[config.mk]
export PLATFORM = sky130hd
export DESIGN_NAME = ocf_fault_response
export DESIGN_NICKNAME = d
export VERILOG_FILES = /design/src/ocf_pkg.sv /design/src/ocf_timer_if.sv /design/src/ocf_delay_timer.sv /design/src/ocf_fault_response.sv
export VERILOG_INCLUDE_DIRS = /design/src /design/src/src
export SDC_FILE = /design/constraint.sdc
export NUM_CORES = 1
export LEC_CHECK = 0
export BUFFER_PORTS_ARGS = -buffer_cell sky130_fd_sc_hd__buf_2
export CORE_ASPECT_RATIO = 0.6
export CORE_MARGIN = 2
export CORE_UTILIZATION = 59
export DETAILED_ROUTE_END_ITERATION = 8
export GPL_TIMING_DRIVEN = 0
export PLACE_DENSITY = 0.8
export SETUP_SLACK_MARGIN = 0.05
export SYNTH_ARGS = -nofsm -noshare
export SYNTH_HDL_FRONTEND = slang
export SYNTH_SLANG_ARGS = --single-unit
[constraint.sdc]
create_clock -name clock -period 6.4 [get_ports clock]
set_input_delay 0.64 -clock clock [delete_from_list [all_inputs] [get_ports clock]]
set_output_delay 0.64 -clock clock [all_outputs]
set_load 0.02 [all_outputs]
[src/ocf_cfg.svh]
// Purpose: Constants for the over-current fault response block
// Assumes: 20 MHz clock, register port at the printed command codes
// Notes:   All offsets, fields, resets and counts live here
// What this block does
// - Hold 16-bit linear threshold, use as limit
// - Every mode sets status bit, notifies host
// - Mode 00: run forever, brickwall current limit
// - Mode 01: limit while voltage above cutoff
// - Mode 01: below cutoff, shut down, retry
// - Mode 10: limit for programmed delay time
// - Mode 10: still limiting at expiry, retry
// - Mode 11: shut down immediately, then retry
// - Retry count from action bits five..three
// - Retry zero: stay off until cleared
// - Codes one..six: that many tries, then off
// - Retry all ones: retry without limit
// - Restart spacing is two^code time units
// - Delay code n means two^n units
// - Unit length from separate time-unit register
// - Endless retry stops on off, bias, fault
`ifndef OCF_CFG_SVH
`define OCF_CFG_SVH
// ----------------------------------------------------------------
// Register map
// ----------------------------------------------------------------
`define OCF_ADDR_THRESHOLD  8'h46
`define OCF_ADDR_ACTION     8'h47
`define OCF_ADDR_TIME_UNIT  8'hc8
`define OCF_RST_THRESHOLD   16'h0000
`define OCF_RST_ACTION      8'hc0
`define OCF_RST_TIME_UNIT   16'h0001
// ----------------------------------------------------------------
// Action fields
// ----------------------------------------------------------------
`define OCF_MODE_HI         7
`define OCF_MODE_LO         6
`define OCF_RETRY_HI        5
`define OCF_RETRY_LO        3
`define OCF_DELAY_HI        2
`define OCF_DELAY_LO        0
`define OCF_RETRY_NONE      3'h0
`define OCF_RETRY_ENDLESS   3'h7
// ----------------------------------------------------------------
// Timing: one time-unit tick is 1 us
// ----------------------------------------------------------------
`define OCF_TICK_NS         1000
`define OCF_CLK_NS          50
`define OCF_TICK_CYCLES     (`OCF_TICK_NS / `OCF_CLK_NS)
`endif

[src/ocf_pkg.sv]
// Purpose: Types for the over-current fault response block
// Assumes: Constants come from ocf_cfg.svh
// Notes:   Types only
package ocf_pkg;
    typedef enum logic [1:0] {
        ModeIgnore,
        ModeConditioned,
        ModeDelayRetry,
        ModeShutRetry
    } ocf_mode_e;
    typedef enum logic [2:0] {
        StOff,
        StRun,
        StLimit,
        StWait,
        StLatched
    } ocf_state_e;
endpackage

[src/ocf_timer_if.sv]
// Purpose: Link between fault sequencer and delay timer
// Assumes: One clock domain
// Notes:   Start loads, done pulses once on expiry
`timescale 1ns/1ps
`default_nettype none
interface ocf_timer_if;
    logic       start;
    logic       clear;
    logic [2:0] code;
    logic       done;
    modport ctrl  (output start, output clear, output code, input done);
    modport timer (input start, input clear, input code, output done);
endinterface
`default_nettype wire

[src/ocf_delay_timer.sv]
// Purpose: Counts 2^code time units of programmable length
// Assumes: unitLen of zero is treated as one tick
// Notes:   Restart on start; clear aborts
`timescale 1ns/1ps
`default_nettype none
`include "ocf_cfg.svh"
module ocf_delay_timer #(
    parameter int TICK_CYCLES = `OCF_TICK_CYCLES
) (
    // Clock and reset
    input  wire logic        clock,
    input  wire logic        sys_rst,
    // Unit length in ticks
    input  wire logic [15:0] unitLen,
    // Control link
    ocf_timer_if.timer       tmr
);
    logic [15:0] tickCnt;
    logic [15:0] unitCnt;
    logic [7:0]  unitsLeft;
    logic        running;
    logic        doneQ;
    wire         tickEnd = (tickCnt == 16'(TICK_CYCLES - 1));
    wire         unitEnd = tickEnd && (unitCnt + 16'h0001 >= unitLen);
    wire         lastUnit = unitEnd && (unitsLeft == 8'h01);
    wire [7:0]   unitsInit = 8'h01 << tmr.code;

    assign tmr.done = doneQ;

    always_ff @(posedge clock or posedge sys_rst) begin
        if (sys_rst) begin
            tickCnt   <= 16'h0000;
            unitCnt   <= 16'h0000;
            unitsLeft <= 8'h00;
            running   <= 1'b0;
            doneQ     <= 1'b0;
        end else if (tmr.clear) begin
            running <= 1'b0;
            doneQ   <= 1'b0;
        end else if (tmr.start) begin
            tickCnt   <= 16'h0000;
            unitCnt   <= 16'h0000;
            unitsLeft <= unitsInit;
            running   <= 1'b1;
            doneQ     <= 1'b0;
        end else if (running) begin
            tickCnt <= tickEnd ? 16'h0000 : tickCnt + 16'h0001;
            unitCnt <= unitEnd ? 16'h0000 : (tickEnd ? unitCnt + 16'h0001 : unitCnt);
            if (unitEnd) begin
                unitsLeft <= unitsLeft - 8'h01;
            end
            running <= !lastUnit;
            doneQ   <= lastUnit;
        end else begin
            doneQ <= 1'b0;
        end
    end

    chk_done_single: assert property (@(posedge clock) disable iff (sys_rst)
        tmr.done |=> !tmr.done) else $error("timer done longer than one cycle");
endmodule
`default_nettype wire

[src/ocf_fault_response.sv]
// Purpose: Over-current fault response sequencer with register port
// Assumes: Register port is a simple command/data write/read strobe
// Notes:   Fault and voltage inputs are synchronised pins
`timescale 1ns/1ps
`default_nettype none
`include "ocf_cfg.svh"
module ocf_fault_response #(
    parameter int TICK_CYCLES = `OCF_TICK_CYCLES
) (
    // Clock and reset
    input  wire logic        clock,
    input  wire logic        sys_rst,
    // Register port
    input  wire logic [7:0]  regAddr,
    input  wire logic        regWrite,
    input  wire logic [15:0] regWdata,
    output logic [15:0]      regRdata,
    // Analog comparator and supervisory pins
    input  wire logic        overCurrent,
    input  wire logic        belowCutoff,
    input  wire logic        enableCmd,
    input  wire logic        biasGood,
    input  wire logic        otherFault,
    input  wire logic        faultClear,
    // Power stage control and status
    output logic [15:0]      currentLimit,
    output logic             limitActive,
    output logic             outputEnable,
    output logic             faultStatus,
    output logic             hostAlert
);
    // ----------------------------------------------------------------
    // Registers
    // ----------------------------------------------------------------
    logic [15:0] currentFaultThreshold;
    logic [7:0]  currentFaultAction;
    logic [15:0] timeUnit;
    wire wrThr  = regWrite && (regAddr == `OCF_ADDR_THRESHOLD);
    wire wrAct  = regWrite && (regAddr == `OCF_ADDR_ACTION);
    wire wrUnit = regWrite && (regAddr == `OCF_ADDR_TIME_UNIT);

    always_ff @(posedge clock or posedge sys_rst) begin
        if (sys_rst) begin
            currentFaultThreshold <= `OCF_RST_THRESHOLD;
            currentFaultAction    <= `OCF_RST_ACTION;
            timeUnit              <= `OCF_RST_TIME_UNIT;
        end else begin
            if (wrThr)
                currentFaultThreshold <= regWdata;
            if (wrAct)
                currentFaultAction <= regWdata[7:0];
            if (wrUnit)
                timeUnit <= regWdata;
        end
    end

    // ----------------------------------------------------------------
    // Pin synchronisers: change counts when stages two and three agree
    // ----------------------------------------------------------------
    logic [5:0] s1, s2, s3, clean;
    wire  [5:0] pinsIn = {overCurrent, belowCutoff, enableCmd, biasGood, otherFault, faultClear};
    always_ff @(posedge clock or posedge sys_rst) begin
        if (sys_rst) begin
            s1    <= 6'h00;
            s2    <= 6'h00;
            s3    <= 6'h00;
            clean <= 6'h00;
        end else begin
            s1 <= pinsIn;
            s2 <= s1;
            s3 <= s2;
            clean <= (s2 & s3) | (clean & (s2 | s3));
        end
    end
    wire ocIn    = clean[5];
    wire lowV    = clean[4];
    wire enIn    = clean[3];
    wire biasIn  = clean[2];
    wire othIn   = clean[1];
    wire clrIn   = clean[0];
    wire runOk   = enIn && biasIn && !othIn;

    // ----------------------------------------------------------------
    // Action decode
    // ----------------------------------------------------------------
    wire ocf_pkg::ocf_mode_e mode = ocf_pkg::ocf_mode_e'(currentFaultAction[`OCF_MODE_HI:`OCF_MODE_LO]);
    wire [2:0] retryCode = currentFaultAction[`OCF_RETRY_HI:`OCF_RETRY_LO];
    wire [2:0] delayCode = currentFaultAction[`OCF_DELAY_HI:`OCF_DELAY_LO];

    ocf_timer_if tmr ();
    ocf_delay_timer #(.TICK_CYCLES(TICK_CYCLES)) u_timer (
        .clock   (clock),
        .sys_rst (sys_rst),
        .unitLen (timeUnit),
        .tmr     (tmr)
    );

    // ----------------------------------------------------------------
    // Sequencer
    // ----------------------------------------------------------------
    ocf_pkg::ocf_state_e state, next_state;
    logic [2:0] triesUsed;
    logic       ocPrev;
    wire ocRise   = ocIn && !ocPrev;
    wire retryOk  = (retryCode == `OCF_RETRY_ENDLESS) || (triesUsed < retryCode);
    wire tripNow  = (state == ocf_pkg::StRun) && ocIn && (mode == ocf_pkg::ModeShutRetry);
    wire tripLowV = (state == ocf_pkg::StLimit) && (mode == ocf_pkg::ModeConditioned) && lowV;
    wire tripDly  = (state == ocf_pkg::StLimit) && (mode == ocf_pkg::ModeDelayRetry)
                    && tmr.done && ocIn;
    wire trip     = tripNow || tripLowV || tripDly;
    wire enterLim = (state == ocf_pkg::StRun) && ocIn && (mode != ocf_pkg::ModeShutRetry);
    wire reset_seq = clrIn || !runOk;

    always_comb begin
        next_state = state;
        unique case (state)
            ocf_pkg::StOff:
                if (runOk && !clrIn)
                    next_state = ocf_pkg::StRun;
            ocf_pkg::StRun:
                if (tripNow)
                    next_state = retryOk ? ocf_pkg::StWait : ocf_pkg::StLatched;
                else if (enterLim)
                    next_state = ocf_pkg::StLimit;
            ocf_pkg::StLimit:
                if (trip)
                    next_state = retryOk ? ocf_pkg::StWait : ocf_pkg::StLatched;
                else if (!ocIn)
                    next_state = ocf_pkg::StRun;
            ocf_pkg::StWait:
                if (tmr.done)
                    next_state = ocf_pkg::StRun;
            ocf_pkg::StLatched:
                next_state = ocf_pkg::StLatched;
        endcase
        if (reset_seq)
            next_state = ocf_pkg::StOff;
    end

    assign tmr.clear = reset_seq;
    assign tmr.start = (trip && retryOk) || (enterLim && mode == ocf_pkg::ModeDelayRetry);
    assign tmr.code  = delayCode;

    always_ff @(posedge clock or posedge sys_rst) begin
        if (sys_rst) begin
            state       <= ocf_pkg::StOff;
            triesUsed   <= 3'h0;
            ocPrev      <= 1'b0;
            faultStatus <= 1'b0;
        end else begin
            state  <= next_state;
            ocPrev <= ocIn;
            if (reset_seq)
                triesUsed <= 3'h0;
            else if (trip && retryOk && retryCode != `OCF_RETRY_ENDLESS)
                triesUsed <= triesUsed + 3'h1;
            if (ocRise)
                faultStatus <= 1'b1;
            else if (clrIn)
                faultStatus <= 1'b0;
        end
    end

    // ----------------------------------------------------------------
    // Outputs
    // ----------------------------------------------------------------
    always_ff @(posedge clock or posedge sys_rst) begin
        if (sys_rst) begin
            currentLimit <= `OCF_RST_THRESHOLD;
            outputEnable <= 1'b0;
            limitActive  <= 1'b0;
            regRdata     <= 16'h0000;
        end else begin
            currentLimit <= currentFaultThreshold;
            outputEnable <= (next_state == ocf_pkg::StRun) || (next_state == ocf_pkg::StLimit);
            limitActive  <= (next_state == ocf_pkg::StLimit);
            regRdata     <= (regAddr == `OCF_ADDR_THRESHOLD) ? currentFaultThreshold :
                            (regAddr == `OCF_ADDR_ACTION)    ? {8'h00, currentFaultAction} :
                            (regAddr == `OCF_ADDR_TIME_UNIT) ? timeUnit : 16'h0000;
        end
    end
    assign hostAlert = faultStatus;

    // ----------------------------------------------------------------
    // Checks
    // ----------------------------------------------------------------
    chk_shut_now: assert property (@(posedge clock) disable iff (sys_rst)
        tripNow |=> ##1 !outputEnable) else $error("mode 11 did not shut down");
    chk_ignore_runs: assert property (@(posedge clock) disable iff (sys_rst)
        (state == ocf_pkg::StLimit && mode == ocf_pkg::ModeIgnore && !reset_seq) |=> state != ocf_pkg::StWait)
        else $error("mode 00 shut down");
    chk_lowv_trip: assert property (@(posedge clock) disable iff (sys_rst)
        (tripLowV && !reset_seq) |=> state inside {ocf_pkg::StWait, ocf_pkg::StLatched})
        else $error("mode 01 low voltage did not trip");
    chk_no_retry: assert property (@(posedge clock) disable iff (sys_rst)
        (trip && retryCode == `OCF_RETRY_NONE && !reset_seq) |=> state == ocf_pkg::StLatched)
        else $error("retry zero restarted");
    chk_status_set: assert property (@(posedge clock) disable iff (sys_rst)
        ocRise |=> faultStatus && hostAlert) else $error("status not set");
    chk_clear_seq: assert property (@(posedge clock) disable iff (sys_rst)
        clrIn |=> state == ocf_pkg::StOff && triesUsed == 3'h0) else $error("clear did not reset");
    chk_limit_val: assert property (@(posedge clock) disable iff (sys_rst)
        ##1 currentLimit == $past(currentFaultThreshold)) else $error("limit stale");
    chk_endless: assert property (@(posedge clock) disable iff (sys_rst)
        (retryCode == `OCF_RETRY_ENDLESS && $past(retryCode) == `OCF_RETRY_ENDLESS
         && $past(state) != ocf_pkg::StLatched) |-> state != ocf_pkg::StLatched)
        else $error("endless retry latched off");
endmodule
`default_nettype wire

==> results.toml <==
[clock_tree]
clk_path_buf_depth = 2
post-cts-setup-buffers = 0
clock_latency_ns = 0.42
cts_resized = 0
cts-root-buf = "clkbuf_16"
clkTransAtPathRegs_ns = 0.07
cts_max_level = 4
numCtsBuffers = 17
clkSinkCount = 148
cts_tree = "yes"
cts_hold_buf = 0

[pwr]
p_comb_share_pct = 6.5
leakage_uw = 0.00400
vdd_ir_drop_max_mv = 0.227
internal_power_uw = 1570
switchingPower_uw = 550
switching_share_pct = 25.9
seq_power_share_pct = 46.6
clockPowerShare_pct = 47.0
p_total_uw = 2120
powerDensity_nw_per_um2 = 258

[placed_design]
dp_hpwl_um = 11700
port_buffers = 68
place_ws_ns = 2.51
place.gp.congestion = 0.914
post_dp_cell_area_um2 = 7650

[sta]
fin_crit_sh_pct = 64.9
slew_headroom_pct = 56.7
setup_viol = 0
tns_ns = 0
clock_skew_ns = 0.0113
max_freq_mhz = 241
worst_slew_pin_slew_ns = 0.641
finalMaxSlewViolations = 0
finalHoldViolCount = 0
min_period_ns = 4.15
rsz0062_at_grt = "no"
worst_slack_ns = 2.25

[status]
run_status = "completed"

[final_layout]
fillers = 780
drive_above_1_share_pct = 25.7
regArea_um2 = 3710
multi_input_area_um2 = 3080
area_delta_synth_final_pct = 16.4
postLayoutCoreUtil_pct = 71.7
design_area_um2 = 8230
insertedDiodeCount = 0
nets = 750

[floorplan]
die_w_um = 145
io_pins = 69
rows = 30
die_h_um = 88.8
core_area_um2 = 11500
die_area_um2 = 12900
initial_core_util_pct = 61.6

[global_route]
grt_max_degree = 86
grt_use_met2_pct = 45.6
grt-busiest-layer = "met2"
grt_overflow = 0
grt_usage_pct = 28.2
grt_pass1_vias = 5412
antenna_found_initial = 0
use_met3_pct = 5.05
grt_util_met1_pct = 39.1
grt_pass1_wl_um = 28100

[synth]
ys_types = 86
synthFlopType = "dfrtp_1"
netlist_area_um2 = 7080
yosys-top-cells-area = "dfrtp_1 51%, mux2_2 4.8%, ha_1 4.1%"
post-synth-top-count-cell = "dfrtp_1"
synth_top_cell_by_area = "dfrtp_1"
syn_area_per_cell_um2 = 11.7
synth_commonest_cells = "145 x dfrtp_1, 45 x nand2_1, 35 x nor2_1"
synth_edf_count = 0
ys_seq_area_share_pct = 52.4
yosys_warnings = 0
ys_async_sr_fraction_pct = 100
ys_ff_latch = 148
synth_fp_nets = 662
synth_cells = 606
netlist.area_leader.share_pct = 51.3

[setup_path]
regToRegSetupSlack_ns = 2.25
cpPeakStageDelay_ns = 0.61
crit_slowest_cell = "nor4bb_1"
crit_chain = "and3_1 -> and3_1 -> clkbuf_1 -> nand3_1 -> and2_1 -> or2_2 -> ha_1 -> nand4_1 -> a2111oi_1 -> a211oi_4 -> nor2_1 -> nor4bb_1"
cpMostUsedCell = "and3_1"
timing.rr.start = "u_timer.unitCnt[2]"
setup.worst_path.class = "reg2reg"
start_kind = "flip-flop"
crit_cells = 12
crit_path_end_kind = "flip-flop"
r2r_cells = 12
cp_max_fo = 10
r2r-end = "u_timer.tmr.done"
arrival_ns = 4.40
required_ns = 6.64
crit_family = "simple AND/OR/NAND/NOR gates"
cp_num_buf_inv = 1

[detailed_routing]
wl_per_cell_um = 19.7
finalWirelength_um = 17100
viasPerCell = 6.12
ant_nets = 0
drc_errors = 0
dr.pass1.iters = 8
drt_iter0_markers = 559
vias = 5304

[job]
max_cap_violations = 0

[worst_hold_path]
hold_class = "in2async"
==> stage by stage <==
stage          std cells  hold WS [ns]
5_1_grt              867         0.306
6_report             867         0.286
3_5_place_dp         835         0.336
3_3_place_gp         834         0.332
2_1_floorplan        606         0.331
4_1_cts              867         0.303
==> metal layers <==
metal	part of all wire (%)	wire length [um]
met1	45	7770
met2	46	7940
met3	6.7	1150
met4	1.5	249
met5	0	0
==> worst register-to-register path, cell delays in order, from the launching register on <==
cell and delay [ns]:
dfrtp_1 0.46, and3_1 0.20, and3_1 0.15, clkbuf_1 0.27
nand3_1 0.27, and2_1 0.25, or2_2 0.31, ha_1 0.31
nand4_1 0.13, a2111oi_1 0.60, a211oi_4 0.24, nor2_1 0.18
nor4bb_1 0.61
==> layout make-up <==
| class | count | share of cell area, % |
|---|---|---|
| inverters | 32 | 1.52 |
| clock buffers | 18 | 5.21 |
| repair buffers | 69 | 4.47 |
| clock inverters | 14 | 1.90 |
| plain buffers | 26 | 2.04 |
| well taps | 160 | 2.43 |
| multi-input cells | 400 | 37.4 |
| flip-flops and latches | 148 | 45.0 |
==> cells by family (layout without fill, tap and decap cells) <==
| family | after synthesis | in the layout | share of synthesized area [%] |
|---|---|---|---|
| buffers and inverters | 58 | 159 | 4.07 |
| muxes | 43 | 43 | 6.79 |
| and+or+nand+nor | 185 | 185 | 14.6 |
| xor gates and xnor gates | 28 | 28 | 3.47 |
| AOI/OAI and AO/OA | 115 | 115 | 13.7 |
| DFF | 148 | 148 | 52.4 |
| adders and majority gates | 29 | 29 | 4.92 |
==> state kept, by name (all words and copies together) (netlist names), 8 cells and up <==
signal and flops:
currentFaultThreshold 16, currentLimit 16, regRdata 16, timeUnit 16
u_timer.tickCnt 16, u_timer.unitCnt 16, currentFaultAction 8, u_timer.unitsLeft 8
==> layout by cell type, fill, tap and decap left out, types with 9 or more instances in the layout <==
cell type	instances
and3_1	9
a211oi_1	12
mux2_1	10
nor2_1	35
nand2_1	45
a32o_1	12
ha_1	23
a21oi_1	14
clkbuf_1	10
buf_2	74
nand4_1	11
o211ai_1	11
a22o_1	9
inv_1	31
clkbuf_16	17
xnor2_1	23
dfrtp_1	145
mux2_2	30
nand3_1	18
==> worst max path at each step <==
stage	end	slack (ns)	from
after floorplan	clean[0]	1.79	sys_rst
after global placement	regRdata[11]	0.43	sys_rst
after detailed placement	u_timer.unitCnt[3]	2.51	u_timer.unitCnt[2]
after CTS	u_timer.tmr.done	2.36	u_timer.unitCnt[2]
after global routing	u_timer.tmr.done	2.17	u_timer.unitCnt[2]
final	u_timer.tmr.done	2.25	u_timer.unitCnt[2]
==> power by group through the flow <==
stage,clock [uW],combinational [uW],sequential (uW)
2_1_floorplan,0,80.5,1000
3_3_place_gp,0,128,1000
3_5_place_dp,0,135,1000
4_1_cts,1000,137,987
5_1_grt,1050,148,990
6_report,996,137,987
Power figures use the tool's default switching activity.
